## src/design/sac_pkg.sv

```systemverilog
// Purpose: Shared constants and types for the converter control block.
// Assumes: 100 MHz system clock, AXI4-Lite register access with 32-bit data.
// Notes:   Every offset, the control reset value and the bit cycle count live here.
package sac_pkg;

    localparam int CLK_MHZ = 100;
    localparam int RES_W   = 16;

    // Each successive-approximation step lasts one bit time from the internal timebase.
    localparam int BIT_NS  = 30;
    localparam int BIT_CYC = (BIT_NS * CLK_MHZ + 999) / 1000;
    localparam logic [1:0] BIT_LAST = 2'(BIT_CYC - 1);

    localparam logic [15:0] SIGN_FLIP  = 16'h8000;
    localparam logic [15:0] MASK_FIRST = 16'h8000;
    // Compressed span: code 0 at 10 % and full scale at 90 % of the input span.
    localparam logic [15:0] GC_OFFS    = 16'h199a;
    localparam logic [15:0] GC_MUL     = 16'hcccd;

    localparam logic [7:0] ADDR_CTRL   = 8'h00;
    localparam logic [7:0] ADDR_STATUS = 8'h04;
    localparam logic [7:0] ADDR_RESULT = 8'h08;
    localparam logic [7:0] ADDR_COUNT  = 8'h0c;

    localparam int CTRL_EN_BIT    = 0;
    localparam int CTRL_START_BIT = 1;
    localparam logic CTRL_EN_RST  = 1'b1;

    localparam logic [1:0] RESP_OKAY   = 2'h0;
    localparam logic [1:0] RESP_SLVERR = 2'h2;

    localparam int PIN_W = 5;

    typedef enum logic [1:0]
    {
        ST_ACQ  = 2'b01,
        ST_CONV = 2'b10
    } sac_state_t;

endpackage : sac_pkg

```

## src/design/sac_sync.sv

```systemverilog
// Purpose: Two-flop synchroniser for a group of pins from outside the clock domain.
// Assumes: Bits are independent levels; no bus coherence is needed.
// Notes:   The first stage feeds only the second stage.
`timescale 1ns/1ps
module sac_sync #(
    parameter int WIDTH = 1
) (
    input  wire logic             clk_in,
    input  wire logic             rst_in,
    input  wire logic             ce_in,
    input  wire logic [WIDTH-1:0] d_in,
    output logic      [WIDTH-1:0] q_out
);

    logic [WIDTH-1:0] meta_q;

    always_ff @(posedge clk_in)
    begin
        if (rst_in)
        begin
            meta_q <= '0;
            q_out  <= '0;
        end
        else if (ce_in)
        begin
            meta_q <= d_in;
            q_out  <= meta_q;
        end
    end

endmodule : sac_sync

```

## src/design/sac_top.sv

```systemverilog
// Purpose: Conversion sequencer and serial readout of a 16-bit SAR converter.
// Assumes: COMP_IN is a latched comparator clocked by CLK_SYS_IN; other pins are asynchronous.
// Notes:   Software sees control, status, result and count over AXI4-Lite.
// Function
// - Chain select low gives normal mode; shared pin enables serial output.
// - Chain select high gives chain mode; shared pin is upstream serial input.
// - Rising convert-start wakes the converter and starts a conversion.
// - Busy rises when a conversion starts and falls when it completes.
// - While output enabled, shift data out at each rising serial clock, MSB first.
// - Serial result is coded as two's complement.
// - At conversion end a 16-bit word is formed and loaded for transfer.
// - SAR search tries one binary-weighted bit per step down to one LSB.
// - Grounded strap compresses codes to 10-90 % of span; otherwise no scaling.
// - Conversion is timed internally; host gives no conversion clock.
// - Converter powers down after each conversion until the next start.
// - Each result is ready within its own conversion, no pipeline delay.
// - Between conversions the capacitor array tracks the input.
// - Chain mode shifts out own result and upstream data with serial clock.
`timescale 1ns/1ps
module sac_top (
    input  wire logic        CLK_SYS_IN,
    input  wire logic        RST_IN,
    input  wire logic        CE_IN,
    input  wire logic        CONVERT_START_IN,
    input  wire logic        CHAIN_IN,
    input  wire logic        OE_OR_CHAIN_IN,
    input  wire logic        GAIN_STRAP_IN,
    input  wire logic        SCK_IN,
    input  wire logic        COMP_IN,
    output logic             SDO_OUT,
    output logic             SDO_OE_OUT,
    output logic             BUSY_OUT,
    output logic             PWR_UP_OUT,
    output logic             TRACK_OUT,
    output logic [15:0]      DAC_CODE_OUT,
    input  wire logic [7:0]  AXI_AWADDR_IN,
    input  wire logic        AXI_AWVALID_IN,
    output logic             AXI_AWREADY_OUT,
    input  wire logic [31:0] AXI_WDATA_IN,
    input  wire logic [3:0]  AXI_WSTRB_IN,
    input  wire logic        AXI_WVALID_IN,
    output logic             AXI_WREADY_OUT,
    output logic [1:0]       AXI_BRESP_OUT,
    output logic             AXI_BVALID_OUT,
    input  wire logic        AXI_BREADY_IN,
    input  wire logic [7:0]  AXI_ARADDR_IN,
    input  wire logic        AXI_ARVALID_IN,
    output logic             AXI_ARREADY_OUT,
    output logic [31:0]      AXI_RDATA_OUT,
    output logic [1:0]       AXI_RRESP_OUT,
    output logic             AXI_RVALID_OUT,
    input  wire logic        AXI_RREADY_IN
);

    logic [sac_pkg::PIN_W-1:0] pins_s;
    logic                      conv_pin_s;
    logic                      chain_s;
    logic                      shared_s;
    logic                      strap_s;
    logic                      sck_s;
    logic                      conv_prev_q;
    logic                      sck_prev_q;

    // The shared pin passes inverted, so a cleared synchroniser reads as a disabled output.
    sac_sync #(
        .WIDTH (sac_pkg::PIN_W)
    ) u_sync (
        .clk_in (CLK_SYS_IN),
        .rst_in (RST_IN),
        .ce_in  (CE_IN),
        .d_in   ({CONVERT_START_IN, CHAIN_IN, ~OE_OR_CHAIN_IN, GAIN_STRAP_IN, SCK_IN}),
        .q_out  (pins_s)
    );

    assign conv_pin_s = pins_s[4];
    assign chain_s    = pins_s[3];
    assign shared_s   = ~pins_s[2];
    assign strap_s  = pins_s[1];
    assign sck_s    = pins_s[0];

    always_ff @(posedge CLK_SYS_IN)
    begin
        if (RST_IN)
        begin
            conv_prev_q <= 1'b0;
            sck_prev_q <= 1'b0;
        end
        else if (CE_IN)
        begin
            conv_prev_q <= conv_pin_s;
            sck_prev_q <= sck_s;
        end
    end

    wire conv_rise = conv_pin_s & ~conv_prev_q;
    wire sck_rise = sck_s & ~sck_prev_q;

    // Control register state.
    logic ctrl_en_q;
    logic soft_start_q;

    // Conversion sequencer.
    sac_pkg::sac_state_t state_q;
    logic [1:0]          cnt_q;
    logic [15:0]         mask_q;
    logic [15:0]         res_q;
    logic [15:0]         result_q;
    logic [15:0]         count_q;
    logic [15:0]         dac_q;
    logic [15:0]         shift_q;
    logic                oe_q;

    wire busy       = (state_q == sac_pkg::ST_CONV);
    wire start      = ~busy & ((conv_rise & ctrl_en_q) | soft_start_q);
    wire bit_end    = busy & (cnt_q == sac_pkg::BIT_LAST);
    wire done       = bit_end & mask_q[0];
    wire [15:0] trial      = res_q | mask_q;
    wire [15:0] final_code = COMP_IN ? trial : res_q;

    // The strap grounded scales the reference trial into the compressed span.
    wire        gc_active = ~strap_s;
    wire [31:0] gc_prod   = trial * sac_pkg::GC_MUL;
    wire [15:0] dac_d     = gc_active ? (sac_pkg::GC_OFFS + gc_prod[31:16]) : trial;

    always_ff @(posedge CLK_SYS_IN)
    begin
        if (RST_IN)
        begin
            state_q <= sac_pkg::ST_ACQ;
        end
        else if (CE_IN)
        begin
            if (start)
            begin
                state_q <= sac_pkg::ST_CONV;
            end
            else if (done)
            begin
                state_q <= sac_pkg::ST_ACQ;
            end
        end
    end

    always_ff @(posedge CLK_SYS_IN)
    begin
        if (RST_IN)
        begin
            cnt_q  <= 2'h0;
            mask_q <= 16'h0000;
            res_q  <= 16'h0000;
        end
        else if (CE_IN)
        begin
            if (start)
            begin
                cnt_q  <= 2'h0;
                mask_q <= sac_pkg::MASK_FIRST;
                res_q  <= 16'h0000;
            end
            else if (bit_end)
            begin
                cnt_q  <= 2'h0;
                mask_q <= mask_q >> 1;
                res_q  <= final_code;
            end
            else if (busy)
            begin
                cnt_q <= cnt_q + 2'h1;
            end
        end
    end

    always_ff @(posedge CLK_SYS_IN)
    begin
        if (RST_IN)
        begin
            result_q <= 16'h0000;
            count_q  <= 16'h0000;
            dac_q    <= 16'h0000;
        end
        else if (CE_IN)
        begin
            dac_q <= dac_d;
            if (done)
            begin
                result_q <= final_code;
                count_q  <= count_q + 16'h0001;
            end
        end
    end

    // Serial side: in chain mode the word always moves and upstream bits follow it.
    wire shift_en = chain_s | ~shared_s;
    wire fill_bit = chain_s & shared_s;

    always_ff @(posedge CLK_SYS_IN)
    begin
        if (RST_IN)
        begin
            shift_q <= 16'h0000;
            oe_q    <= 1'b0;
        end
        else if (CE_IN)
        begin
            oe_q <= shift_en;
            if (done)
            begin
                shift_q <= final_code ^ sac_pkg::SIGN_FLIP;
            end
            else if (~busy & sck_rise & shift_en)
            begin
                shift_q <= {shift_q[14:0], fill_bit};
            end
        end
    end

    assign SDO_OUT      = shift_q[15];
    assign SDO_OE_OUT   = oe_q;
    assign BUSY_OUT     = busy;
    assign PWR_UP_OUT   = busy;
    assign TRACK_OUT    = ~busy;
    assign DAC_CODE_OUT = dac_q;

    // AXI4-Lite slave: address and data are held independently until both are present.
    logic        aw_hold_q;
    logic [7:0]  awaddr_q;
    logic        w_hold_q;
    logic [31:0] wdata_q;
    logic [3:0]  wstrb_q;
    logic        bvalid_q;
    logic [1:0]  bresp_q;
    logic        rvalid_q;
    logic [1:0]  rresp_q;
    logic [31:0] rdata_q;

    wire aw_take  = AXI_AWVALID_IN & AXI_AWREADY_OUT;
    wire w_take   = AXI_WVALID_IN & AXI_WREADY_OUT;
    wire wr_go    = CE_IN & aw_hold_q & w_hold_q & ~bvalid_q;
    wire wr_ctrl  = wr_go & (awaddr_q == sac_pkg::ADDR_CTRL) & wstrb_q[0];
    wire wr_known = (awaddr_q == sac_pkg::ADDR_CTRL) | (awaddr_q == sac_pkg::ADDR_STATUS)
                  | (awaddr_q == sac_pkg::ADDR_RESULT) | (awaddr_q == sac_pkg::ADDR_COUNT);
    wire ar_take  = AXI_ARVALID_IN & AXI_ARREADY_OUT;

    assign AXI_AWREADY_OUT = CE_IN & ~aw_hold_q & ~bvalid_q;
    assign AXI_WREADY_OUT  = CE_IN & ~w_hold_q & ~bvalid_q;
    assign AXI_BVALID_OUT  = bvalid_q;
    assign AXI_BRESP_OUT   = bresp_q;
    assign AXI_ARREADY_OUT = CE_IN & ~rvalid_q;
    assign AXI_RVALID_OUT  = rvalid_q;
    assign AXI_RRESP_OUT   = rresp_q;
    assign AXI_RDATA_OUT   = rdata_q;

    wire [31:0] rd_status = {28'h0000000, gc_active, chain_s, ctrl_en_q, busy};
    wire        rd_known  = (AXI_ARADDR_IN == sac_pkg::ADDR_CTRL)
                          | (AXI_ARADDR_IN == sac_pkg::ADDR_STATUS)
                          | (AXI_ARADDR_IN == sac_pkg::ADDR_RESULT)
                          | (AXI_ARADDR_IN == sac_pkg::ADDR_COUNT);
    wire [31:0] rd_mux =
        (AXI_ARADDR_IN == sac_pkg::ADDR_CTRL)   ? {31'h00000000, ctrl_en_q} :
        (AXI_ARADDR_IN == sac_pkg::ADDR_STATUS) ? rd_status :
        (AXI_ARADDR_IN == sac_pkg::ADDR_RESULT) ? {16'h0000, result_q ^ sac_pkg::SIGN_FLIP} :
        (AXI_ARADDR_IN == sac_pkg::ADDR_COUNT)  ? {16'h0000, count_q} : 32'h00000000;

    always_ff @(posedge CLK_SYS_IN)
    begin
        if (RST_IN)
        begin
            aw_hold_q <= 1'b0;
            awaddr_q  <= 8'h00;
            w_hold_q  <= 1'b0;
            wdata_q   <= 32'h00000000;
            wstrb_q   <= 4'h0;
        end
        else if (CE_IN)
        begin
            if (aw_take)
            begin
                aw_hold_q <= 1'b1;
                awaddr_q  <= AXI_AWADDR_IN;
            end
            else if (wr_go)
            begin
                aw_hold_q <= 1'b0;
            end
            if (w_take)
            begin
                w_hold_q <= 1'b1;
                wdata_q  <= AXI_WDATA_IN;
                wstrb_q  <= AXI_WSTRB_IN;
            end
            else if (wr_go)
            begin
                w_hold_q <= 1'b0;
            end
        end
    end

    always_ff @(posedge CLK_SYS_IN)
    begin
        if (RST_IN)
        begin
            bvalid_q <= 1'b0;
            bresp_q  <= sac_pkg::RESP_OKAY;
            rvalid_q <= 1'b0;
            rresp_q  <= sac_pkg::RESP_OKAY;
            rdata_q  <= 32'h00000000;
        end
        else if (CE_IN)
        begin
            if (wr_go)
            begin
                bvalid_q <= 1'b1;
                bresp_q  <= wr_known ? sac_pkg::RESP_OKAY : sac_pkg::RESP_SLVERR;
            end
            else if (AXI_BREADY_IN)
            begin
                bvalid_q <= 1'b0;
            end
            if (ar_take)
            begin
                rvalid_q <= 1'b1;
                rresp_q  <= rd_known ? sac_pkg::RESP_OKAY : sac_pkg::RESP_SLVERR;
                rdata_q  <= rd_mux;
            end
            else if (AXI_RREADY_IN)
            begin
                rvalid_q <= 1'b0;
            end
        end
    end

    // Start bit is a one-shot; it is dropped once a conversion has begun.
    always_ff @(posedge CLK_SYS_IN)
    begin
        if (RST_IN)
        begin
            ctrl_en_q    <= sac_pkg::CTRL_EN_RST;
            soft_start_q <= 1'b0;
        end
        else if (CE_IN)
        begin
            if (wr_ctrl)
            begin
                ctrl_en_q <= wdata_q[sac_pkg::CTRL_EN_BIT];
            end
            if (wr_ctrl & wdata_q[sac_pkg::CTRL_START_BIT])
            begin
                soft_start_q <= 1'b1;
            end
            else if (start)
            begin
                soft_start_q <= 1'b0;
            end
        end
    end
endmodule : sac_top

```

## config.mk

```make
export PLATFORM = sky130hd
export DESIGN_NAME = sac_top
export DESIGN_NICKNAME = d
export VERILOG_FILES = /design/src/design/sac_pkg.sv /design/src/design/sac_sync.sv /design/src/design/sac_top.sv
export SDC_FILE = /design/constraint.sdc
export NUM_CORES = 1
export LEC_CHECK = 0
export BUFFER_PORTS_ARGS = -buffer_cell sky130_fd_sc_hd__buf_4
export CAP_MARGIN = 20
export CORE_MARGIN = 3
export CORE_UTILIZATION = 60
export DETAILED_ROUTE_END_ITERATION = 12
export GPL_ROUTABILITY_DRIVEN = 1
export PLACE_DENSITY = 0.81
export SETUP_SLACK_MARGIN = 0.2
export SYNTH_ARGS = -nofsm -noshare
export SYNTH_HDL_FRONTEND = slang
export SYNTH_HIERARCHICAL = 1
export SYNTH_SLANG_ARGS = --single-unit
```

## constraint.sdc

```tcl
create_clock -name CLK_SYS_IN -period 12.2 [get_ports CLK_SYS_IN]
set_input_delay 2.44 -clock CLK_SYS_IN [delete_from_list [all_inputs] [get_ports CLK_SYS_IN]]
set_output_delay 2.44 -clock CLK_SYS_IN [all_outputs]
set_load 0.01 [all_outputs]
```

==> results.json, run 1 <==
{
  "die_h_microns": 144,
  "drive_above_1_share": 0.113,
  "slew_violations": 0,
  "cp-end-kind": "flip-flop",
  "seq_power_share": 0.467,
  "numCtsBuffers": 17,
  "r2r_cells": 26,
  "yosysTopAreaCellShare": 0.259,
  "finalSetupViolCount": 0,
  "cts-root-buf": "clkbuf_16",
  "ff2ff_setup_slack_ns": 4.58,
  "postCtsHoldBufs": 0,
  "die-area_sq_mm": 0.0208,
  "antenna_found_initial": 0,
  "crit_arrival_ns": 7.91,
  "crit_type": "reg -> reg",
  "yosysMostFrequentCell": "inv_1",
  "clock_sinks": 148,
  "rr_endpoint": "DAC_CODE_OUT[15]",
  "postCtsSetupBuffers": 0,
  "drt_iter0_markers": 539,
  "grt_max_degree": 100,
  "hold_viol": 0,
  "slew_headroom": 0.287,
  "synth_common_cells": "186 x inv_1, 155 x nor2_1, 148 x dfxtp_1, 128 x ha_1, 126 x nand2_1",
  "htree_levels": 4,
  "first_pass_iters": 5,
  "grt-ovfl-total": 0,
  "crit_path_start_kind": "flip-flop",
  "cts_tree": "yes",
  "ios": 128,
  "fin_crit_sh": 0.624,
  "max_freq_mhz": 131,
  "io_buffers": 76,
  "crit_required_ns": 12.50,
  "ys_types": 72,
  "wl_microns": 27400,
  "ys_warn_count": 6,
  "clockPowerShare": 0.469,
  "grt_usage": 0.271,
  "power_frac_comb": 0.064,
  "synthesis.area_sq_mm": 0.0114,
  "power.share.switching": 0.260,
  "holdPathStages": 2,
  "tns_ns": 0,
  "final.min_clock_period_ns": 7.62,
  "ys.flop_type": "dfxtp_1",
  "clk_latency_ns": 0.42,
  "status": "complete, no violations",
  "fillerInstances": 1377,
  "async_reset_ff_frac": 0,
  "power_density_mw_per_mm2": 84.2,
  "fin_nets": 1664,
  "drtAntennaViolNets": 0,
  "drc": 0,
  "rsz0062_at_grt": "no",
  "path_clk_slew_ns": 0.07,
  "path_max_fanout": 9,
  "avgSynthCellArea_sq_um": 8.50,
  "p_int_uw": 786,
  "vias": 9383,
  "synth_top_area_cell": "dfxtp_1",
  "cap_violations": 0,
  "antenna_cells": 0,
  "max_slew.worst_pin.slew_ns": 1.07,
  "ir_worst_vdd_uv": 100,
  "grt_pass1_wl_microns": 44900,
  "skew_ns": 0.0113,
  "synth-seq-cells": 148,
  "hold_start": "shift_q[3]",
  "core_area_sq_mm": 0.0183,
  "hold_end": "shift_q[3]",
  "switchingPower_uw": 276,
  "wire_per_inst_microns": 16.8,
  "rows": 49,
  "yosys-top-cells-area": "dfxtp_1 26%, ha_1 14%, fa_1 14%, inv_1 6.1%, nor2_1 5.1%",
  "max_stage_delay_ns": 0.55,
  "ctsResizeCount": 0,
  "finalPower_mw": 1.06,
  "gp_congestion": 0.993,
  "viasPerCell": 5.75,
  "fin_util": 0.688,
  "ys_seq_area_frac": 0.259,
  "cp_slowest_cell": "fa_1",
  "leakage_nw": 6.13,
  "syn_inst": 1346,
  "die_w_microns": 144,
  "initial_utilization": 0.624,
  "layout-area-overhead-vs-synth_pct": 10.2,
  "ctsLongestPathBuffers": 2,
  "cp_common_cell": "inv_1",
  "synth_edf_count": 0,
  "rr_startpoint": "mask_q[5]",
  "hold_class": "reg -> reg",
  "detailed_place_hpwl_microns": 20800,
  "grt_pass1_vias": 9141
}
==> flip-flops by register name (all words and copies together), names as in the netlist, 2 cells and up <==
name and cells:
res_q 16, shift_q 16, state_q 2, count_q 16, awaddr_q 8, AXI_RDATA_OUT 16
mask_q 16, wdata_q 2, cnt_q 2, result_q 16, u_sync/meta_q 5, u_sync/q_out 5
DAC_CODE_OUT 16
==> worst max-delay path by stage <==
stage,start,to,depth (start not counted)
after floorplan,res_q[5],DAC_CODE_OUT[15],27
after global placement,mask_q[5],DAC_CODE_OUT[15],26
final,mask_q[5],DAC_CODE_OUT[15],26
after detailed placement,mask_q[5],DAC_CODE_OUT[15],26
after CTS,mask_q[5],DAC_CODE_OUT[15],26
after global routing,mask_q[5],DAC_CODE_OUT[15],26
==> worst max-delay path: cells and delay by family (launching register included) <==
family | cells | cell delay (ns)
AO/OA/AOI/OAI | 10 | 2.18
XOR/XNOR | 2 | 0.31
adder cells (fa/ha/maj) | 7 | 3.25
buffers and inverters | 5 | 0.51
flip-flops | 1 | 0.33
AND/OR/NAND/NOR | 2 | 0.92
==> cell usage in the layout (no fill, tap or decap), types with 24 or more instances in the layout <==
master | synthesis | final
nand2_1 | 126 | 126
dfxtp_1 | 148 | 148
buf_4 | 19 | 81
nor2_1 | 155 | 155
nor3_1 | 24 | 24
a21oi_1 | 101 | 101
fa_1 | 79 | 79
xnor2_1 | 24 | 24
o211ai_1 | 25 | 25
inv_1 | 186 | 186
ha_1 | 128 | 128
nand3_1 | 32 | 32
xor2_1 | 25 | 25
==> per-stage QoR <==
stage | cells | cell area (sq um) | hold slack (ns) | worst slack [ns]
floorplan | 1363 | 11500 | 0.427 | 5.55
global placement | 1599 | 12000 | 0.435 | 4.91
detailed placement | 1600 | 12000 | 0.441 | 4.79
CTS | 1632 | 12600 | 0.452 | 4.68
global route | 1633 | 12600 | 0.466 | 4.19
finish | 1633 | 12600 | 0.451 | 4.58
==> cell families (layout without fill, tap and decap cells) <==
family                     count (synthesis)  in the layout  synth area share
AOI/OAI and AO/OA                        250            250             0.149
xor gates and xnor gates                  49             49            0.0375
adders and majority gates                207            207             0.278
buffers and inverters                    261            302            0.0956
DFF                                      148            148             0.259
muxes                                     24             24            0.0223
other                                      1             18          0.000328
and+or+nand+nor                          406            406             0.158
==> per-layer routing <==
metal,part of all wire,global-route usage,wire length (microns),up-vias
met5,0,0,0,-
met4,0.034,0.100,928,0
met3,0.061,0.0526,1680,65
met2,0.48,0.446,13200,277
met1,0.42,0.357,11500,4517
li1,-,-,-,4524
==> layout make-up <==
cell class              instances  area (sq um)  area share
clock buffers                  17           425      0.0337
clock inverters                15           136      0.0108
inverters                     187           702      0.0557
multi-input cells             954          7450       0.591
flip-flops and latches        148          2960       0.235
well taps                     229           287      0.0227
repair buffers                 83           647      0.0513
==> power by group through the flow <==
| stage | clock, mW | sequential [mW] | combinational (mW) |
|---|---|---|---|
| 6_report | 0.498 | 0.496 | 0.0680 |
| 5_1_grt | 0.520 | 0.496 | 0.0748 |
| 4_1_cts | 0.502 | 0.496 | 0.0678 |
| 3_5_place_dp | 0 | 0.506 | 0.0669 |
| 3_3_place_gp | 0 | 0.506 | 0.0655 |
| 2_1_floorplan | 0 | 0.507 | 0.0462 |
No activity file was read; power rests on OpenSTA's default activity.
==> run 2: changes to the inputs <==
Clock period 12.2 ns to 7.05 ns, I/O delays scaled along.
==> run 2 against run 1 <==
Clock-buffer cell count grew 4. Wire length grew 8.6%. Flip-flop and latch count is the same. Cell count grew 2.3%. Die area is the same. Sequential share of layout area shrank 1.3 points.
==> results.json, run 2 (synthesized netlist as in run 1, its figures left out) <==
{
  "switchingPower_uw": 432,
  "initial_utilization": 0.624,
  "grt-ovfl-total": 0,
  "power_density_mw_per_mm2": 140,
  "ff2ff_setup_slack_ns": 0.33,
  "setup_ws_ns": 0.331,
  "ir_worst_vdd_uv": 172,
  "wire_per_inst_microns": 17.8,
  "path_cells": "or2_4 -> ha_4 -> ha_1 -> ha_1 -> fa_1 -> fa_1 -> inv_1 -> fa_1 -> inv_1 -> ha_1 -> a21oi_1 -> o21ai_1 -> a2111oi_4 -> nor3_1 -> or2_2 -> xor2_2 -> ha_2 -> nor3b_4 -> o311ai_4 -> a32oi_4 -> o31a_1 -> a211oi_2 -> xnor2_1 -> o22ai_1",
  "ctsLongestPathBuffers": 2,
  "drt_iter0_markers": 742,
  "wl_microns": 29700,
  "die_w_microns": 144,
  "detailed_place_hpwl_microns": 21800,
  "status": "complete, no violations",
  "crit_path_start_kind": "flip-flop",
  "leakage_nw": 6.36,
  "drc": 0,
  "cts_tree": "yes",
  "dpl_cell_area_sq_mm": 0.0123,
  "die_h_microns": 144,
  "postCtsHoldBufs": 0,
  "ios": 128,
  "max_stage_delay_ns": 0.56,
  "clockPowerShare": 0.476,
  "antenna_found_initial": 0,
  "crit_required_ns": 7.32,
  "seq_power_share": 0.459,
  "die-area_sq_mm": 0.0208,
  "cap_violations": 0,
  "htree_levels": 4,
  "layout_commonest_cell": "inv_1",
  "tns_ns": 0,
  "final-seq-area_sq_mm": 0.00296,
  "cp-end-kind": "flip-flop",
  "drive_above_1_share": 0.173,
  "drtAntennaViolNets": 0,
  "grt_pass1_wl_microns": 45700,
  "crit_arrival_ns": 6.99,
  "rsz0062_at_grt": "no",
  "crit_type": "reg -> reg",
  "path_clk_slew_ns": 0.06,
  "p_int_mw": 1.44,
  "layout-area-overhead-vs-synth_pct": 16.7,
  "grt_usage": 0.278,
  "gp_congestion": 0.974,
  "hold_viol": 0,
  "grt_pass1_vias": 9219,
  "finalSetupViolCount": 0,
  "fin_nets": 1705,
  "first_pass_iters": 5,
  "multi_input_area_sq_mm": 0.00787,
  "slew_headroom": 0.282,
  "critPathTopFamily": "adder cells",
  "max_freq_mhz": 149,
  "fin_crit_sh": 0.953,
  "power.share.switching": 0.231,
  "antenna_cells": 0,
  "critPathBufInv": 2,
  "hold_class": "reg -> reg",
  "skew_ns": 0.00644,
  "pre_cts_ws_ns": 0.131,
  "slew_violations": 0,
  "layout_common_cells": "181 x inv_1, 150 x nor2_1, 148 x dfxtp_1, 123 x nand2_1, 121 x buf_4",
  "fillerInstances": 1293,
  "final.min_clock_period_ns": 6.72,
  "core_area_sq_mm": 0.0183,
  "cp_slowest_cell": "fa_1",
  "power_frac_comb": 0.065,
  "max_slew.worst_pin.slew_ns": 1.08,
  "cts-root-buf": "clkbuf_16",
  "finalPower_mw": 1.87,
  "numCtsBuffers": 17,
  "path_max_fanout": 6,
  "rows": 49,
  "viasPerCell": 5.83,
  "clock_sinks": 148,
  "vias": 9746,
  "clk_latency_ns": 0.42,
  "stdcell_area_sq_mm": 0.0134,
  "grt_max_degree": 79,
  "io_buffers": 76
}
[run 2: worst min-delay path, delay by kind of cell (launching register included)]
family          cells  cell delay (ns)
compound gates      1             0.05
flops               1             0.30
simple gates        1             0.05
[run 2: final cells by class]
class / instances / share of cell area
clock buffers: 21 / 0.0352
clock inverters: 8 / 0.00768
inverters: 187 / 0.0526
multi-input cells: 954 / 0.589
flip-flops and latches: 148 / 0.222
well taps: 229 / 0.0215
repair buffers: 124 / 0.0718
[run 2: final timing paths]
path,start,to,cells after the start
min reg2reg,awaddr_q[6],awaddr_q[6],2
max,res_q[10],DAC_CODE_OUT[15],24
max reg2reg,res_q[10],DAC_CODE_OUT[15],24
min,awaddr_q[6],awaddr_q[6],2
[run 2: layer usage]
layer  routed length, microns  part of all wire  vias to the layer above  track usage
met5                        0                 0                        -            0
met4                     1140             0.038                        0        0.106
met3                     2060             0.069                       90       0.0602
met2                    14500              0.49                      383        0.444
met1                    12100              0.41                     4680        0.372
li1                         -                 -                     4593            -
[run 2: stage by stage]
stage | cells | hold slack [ns] | util
after floorplan | 1363 | 0.427 | -
after global placement | 1632 | 0.435 | 0.668
after detailed placement | 1632 | 0.445 | 0.668
after CTS | 1664 | 0.452 | 0.703
after global routing | 1671 | 0.464 | 0.729
final | 1671 | 0.453 | 0.729
[run 2: power by group through the flow]
stage | clock (mW) | combinational (mW) | sequential, mW
final | 0.891 | 0.122 | 0.859
after global routing | 0.935 | 0.133 | 0.860
after CTS | 0.895 | 0.120 | 0.858
after detailed placement | 0 | 0.118 | 0.876
after global placement | 0 | 0.115 | 0.876
after floorplan | 0 | 0.0799 | 0.877
[run 2: timing repair]
item / 4_1_cts / 5_1_grt
gates resized for setup: 8 / 72
pin swaps: 3 / 29
setup endpoints to repair: 4 / 9
setup buffers: 3 / 5
